File: src/shared/cbf_defines.svh
// Constants for the backoff seed, acknowledge filter and exponent registers.
// Assumes a 32-bit AXI4-Lite register bus and one 50 MHz clock domain.
`ifndef CBF_DEFINES_SVH
`define CBF_DEFINES_SVH

// ==========================================
// Register indices and byte addresses
`define CBF_IDX_SEED_LOW 8'h2D
`define CBF_IDX_ACK_CTRL 8'h2E
`define CBF_IDX_EXPONENTS 8'h2F
`define CBF_ADDR_W 10
`define CBF_ADDR_SEED_LOW 10'h0B4
`define CBF_ADDR_ACK_CTRL 10'h0B8
`define CBF_ADDR_EXPONENTS 10'h0BC

// ==========================================
// Field positions
`define CBF_VER_MSB 7
`define CBF_VER_LSB 6
`define CBF_PEND_BIT 5
`define CBF_SUPP_BIT 4
`define CBF_COORD_BIT 3
`define CBF_SEEDHI_MSB 2
`define CBF_UPPER_MSB 7
`define CBF_UPPER_LSB 4
`define CBF_LOWER_MSB 3

// ==========================================
// Reset values and exponent limit
`define CBF_RST_SEED_LOW 8'hEA
`define CBF_RST_SEED_HIGH 3'h2
`define CBF_RST_VER_LIMIT 2'h1
`define CBF_RST_UPPER_EXP 4'h5
`define CBF_RST_LOWER_EXP 4'h3
`define CBF_MAX_EXP 4'h8

// ==========================================
// Frame types and bus answers
`define CBF_FT_DATA 3'h1
`define CBF_FT_CMD 3'h3
`define CBF_RESP_OKAY 2'h0
`define CBF_RESP_SLVERR 2'h2

`endif

File: src/shared/cbf_pkg.sv
// Types shared by the backoff and acknowledge configuration block.
// Assumes the constants header is on the include path.
package cbf_pkg;
	// ==========================================
	// Bus sizes and backoff generator state
	typedef logic [31:0] cbf_word_t;
	typedef logic [9:0] cbf_addr_t;
	typedef logic [10:0] cbf_seed_t;
	typedef logic [3:0] cbf_exp_t;
	typedef logic [7:0] cbf_count_t;
	typedef enum logic [2:0] {
		CBF_BO_IDLE = 3'h1,
		CBF_BO_DRAW = 3'h2,
		CBF_BO_DONE = 3'h4
	} cbf_bo_state_t;
endpackage

File: src/hw/cbf_regs.sv
// Backoff seed, exponent and automatic-acknowledge filter registers with
// the random backoff generator and the acknowledge decision for one frame.
// Assumes an AXI4-Lite master, frame header fields decoded upstream and
// presented for one cycle with frameValid, all inputs synchronous to clk.
`include "cbf_defines.svh"

module cbf_regs (
	// Clock and reset
	input wire logic clk,
	input wire logic rst,
	// AXI4-Lite write channels
	input wire logic awvalid,
	output logic awready,
	input wire cbf_pkg::cbf_addr_t awaddr,
	input wire logic wvalid,
	output logic wready,
	input wire cbf_pkg::cbf_word_t wdata,
	input wire logic [3:0] wstrb,
	output logic bvalid,
	input wire logic bready,
	output logic [1:0] bresp,
	// AXI4-Lite read channels
	input wire logic arvalid,
	output logic arready,
	input wire cbf_pkg::cbf_addr_t araddr,
	output logic rvalid,
	input wire logic rready,
	output cbf_pkg::cbf_word_t rdata,
	output logic [1:0] rresp,
	// Power and backoff requests
	input wire logic deepSleepWake,
	input wire logic backoffReq,
	input wire cbf_pkg::cbf_exp_t backoffExp,
	output logic backoffValid,
	output cbf_pkg::cbf_count_t backoffCount,
	// Received frame header summary
	input wire logic autoAckRxMode,
	input wire logic frameValid,
	input wire logic [2:0] frameType,
	input wire logic [1:0] frameVersion,
	input wire logic ackRequest,
	input wire logic securityEnabled,
	input wire logic dataRequestCmd,
	input wire logic srcAddrOnly,
	input wire logic [15:0] srcPanId,
	input wire logic [15:0] ownPanId,
	// Filter and acknowledge decision
	output logic decisionValid,
	output logic frameAccept,
	output logic ackSend,
	output logic ackFramePending,
	output logic [1:0] ackFrameVersion,
	// Current settings
	output cbf_pkg::cbf_seed_t backoffSeed,
	output cbf_pkg::cbf_exp_t lowerBackoffExp,
	output cbf_pkg::cbf_exp_t upperBackoffExp
);
	import cbf_pkg::*;

	// ==========================================
	// Helper functions

	// Maps a byte address to a register select, bit 3 flags unmapped
	function automatic logic [3:0] decodeAddr(input cbf_addr_t addr);
		logic [3:0] sel;
		sel = 4'h8;
		if (addr == `CBF_ADDR_SEED_LOW) begin
			sel = 4'h1;
		end else if (addr == `CBF_ADDR_ACK_CTRL) begin
			sel = 4'h2;
		end else if (addr == `CBF_ADDR_EXPONENTS) begin
			sel = 4'h4;
		end
		return sel;
	endfunction

	// Mask of 2^exp - 1, saturating at eight bits
	function automatic cbf_count_t expMask(input cbf_exp_t e);
		cbf_count_t m;
		m = 8'hFF;
		if (e < `CBF_MAX_EXP) begin
			m = 8'((9'h001 << e) - 9'h001);
		end
		return m;
	endfunction

	// ==========================================
	// Register storage
	logic [7:0] seedLow_q;
	logic [2:0] seedHigh_q;
	logic [1:0] verLimit_q;
	logic pendBit_q;
	logic suppress_q;
	logic coordFlag_q;
	cbf_exp_t upperExp_q;
	cbf_exp_t lowerExp_q;

	// ==========================================
	// Write path: address and data taken in either order
	logic awHeld_q;
	logic wHeld_q;
	cbf_addr_t awAddr_q;
	logic [7:0] wByte_q;
	logic wLane_q;
	logic doWrite;
	logic [3:0] wSel;

	assign doWrite = awHeld_q && wHeld_q && !bvalid;
	assign wSel = decodeAddr(awAddr_q);

	// Capture write address
	always_ff @(posedge clk) begin
		if (rst) begin
			awHeld_q <= 1'b0;
			awAddr_q <= '0;
			awready <= 1'b0;
		end else begin
			awready <= !awHeld_q && !(awvalid && awready) && !bvalid;
			if (awvalid && awready) begin
				awHeld_q <= 1'b1;
				awAddr_q <= awaddr;
			end else if (doWrite) begin
				awHeld_q <= 1'b0;
			end
		end
	end

	// Capture write data, only byte lane 0 carries register bits
	always_ff @(posedge clk) begin
		if (rst) begin
			wHeld_q <= 1'b0;
			wByte_q <= '0;
			wLane_q <= 1'b0;
			wready <= 1'b0;
		end else begin
			wready <= !wHeld_q && !(wvalid && wready) && !bvalid;
			if (wvalid && wready) begin
				wHeld_q <= 1'b1;
				wByte_q <= wdata[7:0];
				wLane_q <= wstrb[0];
			end else if (doWrite) begin
				wHeld_q <= 1'b0;
			end
		end
	end

	// Write response once both halves are in
	always_ff @(posedge clk) begin
		if (rst) begin
			bvalid <= 1'b0;
			bresp <= `CBF_RESP_OKAY;
		end else if (doWrite) begin
			bvalid <= 1'b1;
			bresp <= wSel[3] ? `CBF_RESP_SLVERR : `CBF_RESP_OKAY;
		end else if (bready) begin
			bvalid <= 1'b0;
		end
	end

	// Register updates
	always_ff @(posedge clk) begin
		if (rst) begin
			seedLow_q <= `CBF_RST_SEED_LOW;
			seedHigh_q <= `CBF_RST_SEED_HIGH;
			verLimit_q <= `CBF_RST_VER_LIMIT;
			pendBit_q <= 1'b0;
			suppress_q <= 1'b0;
			coordFlag_q <= 1'b0;
			upperExp_q <= `CBF_RST_UPPER_EXP;
			lowerExp_q <= `CBF_RST_LOWER_EXP;
		end else if (doWrite && wLane_q) begin
			if (wSel[0]) begin
				seedLow_q <= wByte_q;
			end
			if (wSel[1]) begin
				verLimit_q <= wByte_q[`CBF_VER_MSB:`CBF_VER_LSB];
				pendBit_q <= wByte_q[`CBF_PEND_BIT];
				suppress_q <= wByte_q[`CBF_SUPP_BIT];
				coordFlag_q <= wByte_q[`CBF_COORD_BIT];
				seedHigh_q <= wByte_q[`CBF_SEEDHI_MSB:0];
			end
			if (wSel[2]) begin
				upperExp_q <= wByte_q[`CBF_UPPER_MSB:`CBF_UPPER_LSB];
				lowerExp_q <= wByte_q[`CBF_LOWER_MSB:0];
			end
		end
	end

	// ==========================================
	// Read path: one cycle from address to data
	logic [3:0] rSel;
	logic [7:0] rByte;

	assign rSel = decodeAddr(araddr);

	// Select the read byte
	always_comb begin
		rByte = 8'h00;
		if (rSel[0]) begin
			rByte = seedLow_q;
		end else if (rSel[1]) begin
			rByte = {verLimit_q, pendBit_q, suppress_q, coordFlag_q, seedHigh_q};
		end else if (rSel[2]) begin
			rByte = {upperExp_q, lowerExp_q};
		end
	end

	// Read handshake and data
	always_ff @(posedge clk) begin
		if (rst) begin
			arready <= 1'b0;
			rvalid <= 1'b0;
			rdata <= '0;
			rresp <= `CBF_RESP_OKAY;
		end else begin
			arready <= !rvalid && !(arvalid && arready);
			if (arvalid && arready) begin
				rvalid <= 1'b1;
				rdata <= {24'h000000, rByte};
				rresp <= rSel[3] ? `CBF_RESP_SLVERR : `CBF_RESP_OKAY;
			end else if (rready) begin
				rvalid <= 1'b0;
			end
		end
	end

	// ==========================================
	// Random backoff generator
	cbf_seed_t lfsr_q;
	cbf_seed_t lfsr_d;
	cbf_seed_t seedNow;
	cbf_bo_state_t boState_q;
	cbf_exp_t drawExp_q;
	cbf_exp_t clampExp;

	assign seedNow = {seedHigh_q, seedLow_q};
	assign lfsr_d = {lfsr_q[9:0], lfsr_q[10] ^ lfsr_q[8]};
	assign clampExp = (backoffExp > upperExp_q) ? upperExp_q : backoffExp;

	// Shift every cycle, reload from the seed after deepest sleep wakeup
	always_ff @(posedge clk) begin
		if (rst) begin
			lfsr_q <= {`CBF_RST_SEED_HIGH, `CBF_RST_SEED_LOW};
		end else if (deepSleepWake) begin
			lfsr_q <= (seedNow == '0) ? 11'h001 : seedNow;
		end else begin
			lfsr_q <= lfsr_d;
		end
	end

	// Draw sequencing: latch exponent, then present one count
	always_ff @(posedge clk) begin
		if (rst) begin
			boState_q <= CBF_BO_IDLE;
			drawExp_q <= '0;
			backoffValid <= 1'b0;
			backoffCount <= '0;
		end else begin
			backoffValid <= 1'b0;
			case (boState_q)
				CBF_BO_IDLE: begin
					if (backoffReq && !deepSleepWake) begin
						drawExp_q <= clampExp;
						boState_q <= CBF_BO_DRAW;
					end
				end
				CBF_BO_DRAW: begin
					backoffValid <= 1'b1;
					if (upperExp_q == '0 && lowerExp_q == '0) begin
						backoffCount <= '0;
					end else begin
						backoffCount <= lfsr_q[7:0] & expMask(drawExp_q);
					end
					boState_q <= CBF_BO_DONE;
				end
				CBF_BO_DONE: begin
					boState_q <= CBF_BO_IDLE;
				end
				default: begin
					boState_q <= CBF_BO_IDLE;
				end
			endcase
		end
	end

	// ==========================================
	// Frame filter and acknowledge decision
	logic versionOk;
	logic coordOk;
	logic dataOrCmd;
	logic pendCopy;

	assign versionOk = (verLimit_q == 2'h3) || (frameVersion <= verLimit_q);
	assign dataOrCmd = (frameType == `CBF_FT_DATA) || (frameType == `CBF_FT_CMD);
	assign coordOk = !(coordFlag_q && srcAddrOnly && dataOrCmd) || (srcPanId == ownPanId);
	assign pendCopy = dataRequestCmd || (verLimit_q[1] && frameType == `CBF_FT_CMD
		&& frameVersion[1] && securityEnabled);

	// One decision per received frame while autoAckRxMode is set
	always_ff @(posedge clk) begin
		if (rst) begin
			decisionValid <= 1'b0;
			frameAccept <= 1'b0;
			ackSend <= 1'b0;
			ackFramePending <= 1'b0;
			ackFrameVersion <= 2'h0;
		end else begin
			decisionValid <= frameValid && autoAckRxMode;
			ackFrameVersion <= 2'h0;
			if (frameValid && autoAckRxMode) begin
				frameAccept <= versionOk && coordOk;
				ackSend <= versionOk && coordOk && ackRequest && !suppress_q;
				ackFramePending <= pendCopy && pendBit_q;
			end
		end
	end

	// ==========================================
	// Settings outputs
	always_ff @(posedge clk) begin
		if (rst) begin
			backoffSeed <= {`CBF_RST_SEED_HIGH, `CBF_RST_SEED_LOW};
			lowerBackoffExp <= `CBF_RST_LOWER_EXP;
			upperBackoffExp <= `CBF_RST_UPPER_EXP;
		end else begin
			backoffSeed <= seedNow;
			lowerBackoffExp <= lowerExp_q;
			upperBackoffExp <= upperExp_q;
		end
	end
endmodule

File: config.mk
export PLATFORM = sky130hd
export DESIGN_NAME = cbf_regs
export DESIGN_NICKNAME = d
export VERILOG_FILES = /design/src/shared/cbf_pkg.sv /design/src/hw/cbf_regs.sv
export VERILOG_INCLUDE_DIRS = /design/src /design/src/shared
export SDC_FILE = /design/constraint.sdc
export NUM_CORES = 1
export LEC_CHECK = 0
export BUFFER_PORTS_ARGS = -buffer_cell sky130_fd_sc_hd__buf_4
export CAP_MARGIN = 10
export CORE_ASPECT_RATIO = 1.5
export CORE_MARGIN = 4
export CORE_UTILIZATION = 54
export CTS_BUF_LIST = sky130_fd_sc_hd__clkbuf_8
export CTS_CLUSTER_DIAMETER = 50
export DETAILED_ROUTE_END_ITERATION = 8
export HOLD_SLACK_MARGIN = 0.15
export PLACE_DENSITY = 0.91
export SETUP_SLACK_MARGIN = 0.15
export SYNTH_ARGS = -nofsm -noshare
export SYNTH_HDL_FRONTEND = slang
export SYNTH_SLANG_ARGS = --single-unit
File: constraint.sdc
create_clock -name clk -period 3 [get_ports clk]
set_input_delay 0.3 -clock clk [delete_from_list [all_inputs] [get_ports clk]]
set_output_delay 0.3 -clock clk [all_outputs]
set_load 0.1 [all_outputs]
Yosys cells after proc, flatten, opt, wreduce, memory -nomap -nowiden --
Cells that the tools add are included.
Word-level totals: bits in registers 112, input port bits 112, output and inout port bits 75, word-level logic and storage cells 130
Cells by class: add/subtract/negate cells 1, magnitude comparators 3, equal/unequal tests 13, shifts and indexed selects 1, muxes and demuxes 29, bitwise gates (word level) 2, reductions and logical operators 48
Operators by type and width (number):
- 8-bit 2-to-1 mux | 8
- 10-bit by 8-bit == test with 1-bit output (second input constant) | 6
- 4-bit 2-to-1 mux | 7
- 1-bit logical AND | 23
- 11-bit 2-to-1 mux | 2
- 16-bit == test | 1
- 11-bit zero test | 1
- 1-bit zero test | 10
- 8-bit AND | 1
- 4-bit zero test | 2
- 1-bit 2-to-1 mux | 8
- 2-bit AND reduction | 4
- 2-bit nonzero test | 4
- 1-bit by 4-bit left shift with 8-bit output (first input constant) | 1
- 8-bit by 1-bit subtractor with 8-bit output (second input constant) | 1
- 3-bit by 1-bit == test with 1-bit output (second input constant) | 2
- 3-bit by 2-bit == test with 1-bit output (second input constant) | 2
- 3-bit one-hot mux with 2 select lines | 1
- 4-bit > comparator | 1
- 1-bit logical OR | 4
- 4-bit < comparator (second input constant) | 1
- 2-bit 2-to-1 mux | 2
- 3-bit 2-to-1 mux | 1
- 2-bit == test (second input constant) | 1
- other kinds (3) | 3

Depth between registers and ports, before layout --
depth after elaboration 8, mapped depth 8, mapped depth without buffers 7

Worst setup path after synthesis --
OpenSTA, ideal clock, no wires.
path kind register to register, start point register bvalid, end point register lowerExp_q[0], library setup time 0.072 ns, arrival time 2.078 ns, data required time 2.928 ns, slack 0.851 ns, cell stages (with the launch flop) 6, path buffers 1, clock period less this slack 2.149 ns, cell sequence dfxtp_1 > and4b_1 > nand4_1 > or2_1 > clkbuf_1 > mux2i_1
Between the ends: cells in the longest elaborated chain, start to end 4
Ends and longest elaborated chain:
- start: declaration | line cbf_regs.sv:19 | output logic bvalid,
- start signal: assignment | line cbf_regs.sv:150 | bvalid <= 1'b0;
- start signal: assignment | line cbf_regs.sv:153 | bvalid <= 1'b1;
- start signal: assignment | line cbf_regs.sv:156 | bvalid <= 1'b0;
- 1-bit zero test | line cbf_regs.sv:108 | assign doWrite = awHeld_q && wHeld_q && !bvalid;
- 1-bit logical AND | line cbf_regs.sv:108
- 1-bit logical AND | line cbf_regs.sv:171 | end else if (doWrite && wLane_q) begin
- 2-bit AND reduction (no source line)
- end signal: assignment | line cbf_regs.sv:170 | lowerExp_q <= `CBF_RST_LOWER_EXP;
- end signal: assignment | line cbf_regs.sv:184 | lowerExp_q <= wByte_q[`CBF_LOWER_MSB:0];
- end: declaration | line cbf_regs.sv:96 | cbf_exp_t lowerExp_q;
No other way between the ends. A chain may end at the register's enable or synchronous reset.

Final worst setup path --
start point register boState_q[1], end point register backoffCount[7]
Between the ends: cells in the longest elaborated chain, start to end 1
Ends and longest elaborated chain:
- start: declaration | line cbf_regs.sv:232 | cbf_bo_state_t boState_q;
- start signal: assignment | line cbf_regs.sv:254 | boState_q <= CBF_BO_IDLE;
- start signal: assignment | line cbf_regs.sv:264 | boState_q <= CBF_BO_DRAW;
- start signal: assignment | line cbf_regs.sv:274 | boState_q <= CBF_BO_DONE;
- 3-bit by 2-bit == test with 1-bit output | line cbf_regs.sv:260 | case (boState_q)
- end signal: assignment | line cbf_regs.sv:272 | backoffCount <= lfsr_q[7:0] & expMask(drawExp_q);
- end: declaration | line cbf_regs.sv:35 | output cbf_pkg::cbf_count_t backoffCount,
No other way between the ends.

==> impl_metrics.tcl <==
set metrics [dict create \
    place_area_mm2 0.00560 \
    clkLatencyLatePin_ns 0.37 \
    grt_max_degree 85 \
    grt_util_met2 0.426 \
    yosysSeqAreaShare 0.467 \
    path_buf_inv 0 \
    viasPerCell 5.37 \
    cts_max_level 3 \
    die_width_um 84.3 \
    core_mm2 0.00846 \
    ys_seq_elements 110 \
    cp-end-kind "flop" \
    cts_buffers 9 \
    holdPathEnd "wLane_q$_SDFFE_PP0P_" \
    crit_slowest_cell "or3b_2" \
    cp.arrival_ns 2.29 \
    gp_congestion 0.922 \
    routed_wl_mm 11.6 \
    critPathMaxFanout 11 \
    finalCritPeriodShare 0.663 \
    postCtsHoldBufs 1 \
    p_sw_mw 0.859 \
    cts_tree "yes" \
    ir_drop_uv 316 \
    portBuffers 131 \
    cts_resized 0 \
    tightest_slew_ns 0.841 \
    setup_tns_ns 0 \
    ys.flop_type "dfxtp_1" \
    powerDensity_mw_per_mm2 501 \
    rows 41 \
    layout-drive-gt1-share 0.263 \
    grt_use_total 0.226 \
    rsz0062_at_grt "false" \
    hold_path_depth 3 \
    start_kind "flop" \
    slew_violations 0 \
    ys_warn_count 0 \
    rr_worst_depth 4 \
    detailed_place_hpwl_mm 8.93 \
    seqPwrFrac 0.525 \
    syn_area_mm2 0.00472 \
    crit_chain "or3b_2 -> a21oi_1 -> a32oi_1 -> nor2_1" \
    clkTransAtPathRegs_ns 0.10 \
    fin_ws_ns 1.01 \
    antenna_found_initial 0 \
    nets 755 \
    io_pins 187 \
    ys_types 53 \
    netlist_instances 519 \
    postCtsSetupRepairBufs 0 \
    start_util 0.557 \
    dr.first_iter.drc_count 269 \
    drc_errors 0 \
    dp_slack_ns 1.01 \
    cts_sinks 110 \
    crit_type "flop to flop" \
    setup_violations 0 \
    synthArstFlopShare 0 \
    comb_power_share 0.171 \
    r2r_slack_ns 1.01 \
    leakage_nw 2.58 \
    synth-edff-count 0 \
    hold_ws_ns 0.169 \
    max_stage_delay_ns 0.59 \
    clock.fmax_ghz 0.503 \
    dr.pass1.iters 5 \
    fin_worst_skew_ns 0.00892 \
    finalInstanceArea_mm2 0.00581 \
    wl_per_cell_um 15.6 \
    antenna_cells 0 \
    clock_path_buffers 2 \
    syn2layout_area_growth_pct 23.2 \
    ctsRootBufferMaster "clkbuf_8" \
    design_power_total_mw 2.91 \
    grtUsageMet3 0.0477 \
    hold_path_class "primary input to flop" \
    grt-ovfl-total 0 \
    timing.rr.end "backoffCount[7]$_SDFFE_PP0P_" \
    die-height_um 122 \
    drtAntennaViolNets 0 \
    fin_util 0.686 \
    switching_share 0.295 \
    cpLargestDelayFamily "compound AO/OA/AOI/OAI gates" \
    grt.busiest_layer "met2" \
    timing.rr.start "boState_q[1]$_SDFFE_PP0P_" \
    hold_viol 0 \
    maxCapViolCount 0 \
    relSlewSlack 0.439 \
    grt_pass1_wl_mm 18.6 \
    clkPwrFrac 0.304 \
    placed_cells 731 \
    crit_required_ns 3.30 \
    die_area_mm2 0.0103 \
    status "finished clean" \
    avgSynthCellArea_um2 9.09 \
    vias 4011 \
    grt_pass1_vias 3978 \
    period_needed_ns 1.99 \
    hold_start "wstrb[0]" \
    use_met1 0.229 \
    finalNonFillerCells 747 \
    cellInternalPower_mw 2.05 \
]
cell usage after synthesis, drive strengths merged (2+ instances only):
library cell / instances / area [um^2]
buf: 36 / 264
or2: 6 / 37.5
dfxtp: 110 / 2200
inv: 21 / 78.8
a31oi: 3 / 18.8
clkbuf: 16 / 60.1
nor2b: 7 / 43.8
a21oi: 54 / 270
ha: 7 / 87.6
o21ai: 13 / 65.1
a211oi: 5 / 37.5
nand4: 4 / 25.0
and4b: 2 / 20.0
xor2: 18 / 158
nor3b: 3 / 22.5
nand2: 76 / 285
and2: 4 / 25.0
o211ai: 11 / 123
a22oi: 2 / 15.0
nand3: 3 / 15.0
nand4b: 3 / 26.3
nor3: 2 / 21.3
nand2b: 6 / 37.5
nor2: 40 / 158
a32oi: 6 / 52.6
nor4: 10 / 62.6
mux2i: 34 / 340
state kept, by name, summed over array words and instances, names as in the netlist, 8 cells and up:
signal / flops
seedLow_q: 8
rdata: 8
backoffSeed: 11
backoffCount: 8
wByte_q: 8
lfsr_q: 11
awAddr_q: 10
worst max path at each step:
stage / from / to / slack [ns] / cells past startpoint
after floorplan: bvalid$_SDFFE_PP0P_ / lowerExp_q[0]$_SDFFE_PP1P_ / 0.85 / 5
after global placement: araddr[6] / rdata[5]$_SDFFE_PP0P_ / 1.06 / 5
after detailed placement: araddr[6] / rdata[4]$_SDFFE_PP0P_ / 1.01 / 5
after CTS: awAddr_q[8]$_SDFFE_PP0P_ / seedHigh_q[0]$_SDFFE_PP0P_ / 1.01 / 4
after global routing: drawExp_q[2]$_SDFFE_PP0P_ / backoffCount[6]$_SDFFE_PP0P_ / 0.85 / 7
final: boState_q[1]$_SDFFE_PP0P_ / backoffCount[7]$_SDFFE_PP0P_ / 1.01 / 4
cells by family after synthesis:
group | after synthesis | synth area share
and+or+nand+nor | 175 | 0.185
DFF | 110 | 0.467
AOI/OAI and AO/OA | 98 | 0.131
buffers and inverters | 74 | 0.0876
muxes | 35 | 0.0746
xor gates and xnor gates | 19 | 0.0353
adders and majority gates | 7 | 0.0186
other | 1 | 0.000795
final cells by class:
cell class,instances,area [um^2]
multi-input cells,362,2200
inverters,21,78.8
clock buffers,10,138
repair buffers,132,993
well taps,107,134
clock inverters,5,60.1
fillers,641,2660
flip-flops and latches,110,2200
worst register-to-register path, cell delays in order (launching register included):
cell and delay (ns):
dfxtp_1 0.34, or3b_2 0.59, a21oi_1 0.60, a32oi_1 0.26, nor2_1 0.14
placed cells by master (no fill, tap or decap), drive strengths merged, types with 4 or more instances in the layout:
cell type,count
nor2,40
dfxtp,110
nor4,10
clkbuf,10
or2,6
a32oi,6
inv,21
and2,4
a211oi,5
a21oi,54
mux2i,34
nor2b,7
nand2,76
o211ai,11
xor2,18
ha,7
conb,28
nand4,4
buf,131
o21ai,13
nand2b,6
power groups by stage:
| stage | combinational, mW | sequential (mW) | clock (mW) |
|---|---|---|---|
| after detailed placement | 0.494 | 1.56 | 0 |
| after CTS | 0.497 | 1.53 | 0.893 |
| final | 0.498 | 1.53 | 0.883 |
| after global routing | 0.530 | 1.53 | 0.951 |
| after global placement | 0.482 | 1.56 | 0 |
| after floorplan | 0.334 | 1.61 | 0 |
layer usage:
metal / up-vias / wire length, um
met4: 0 / 521
met2: 156 / 6430
li1: 1951 / -
met3: 42 / 703
met1: 1862 / 3980
met5: - / 0
(Power assumes the default switching activity.)
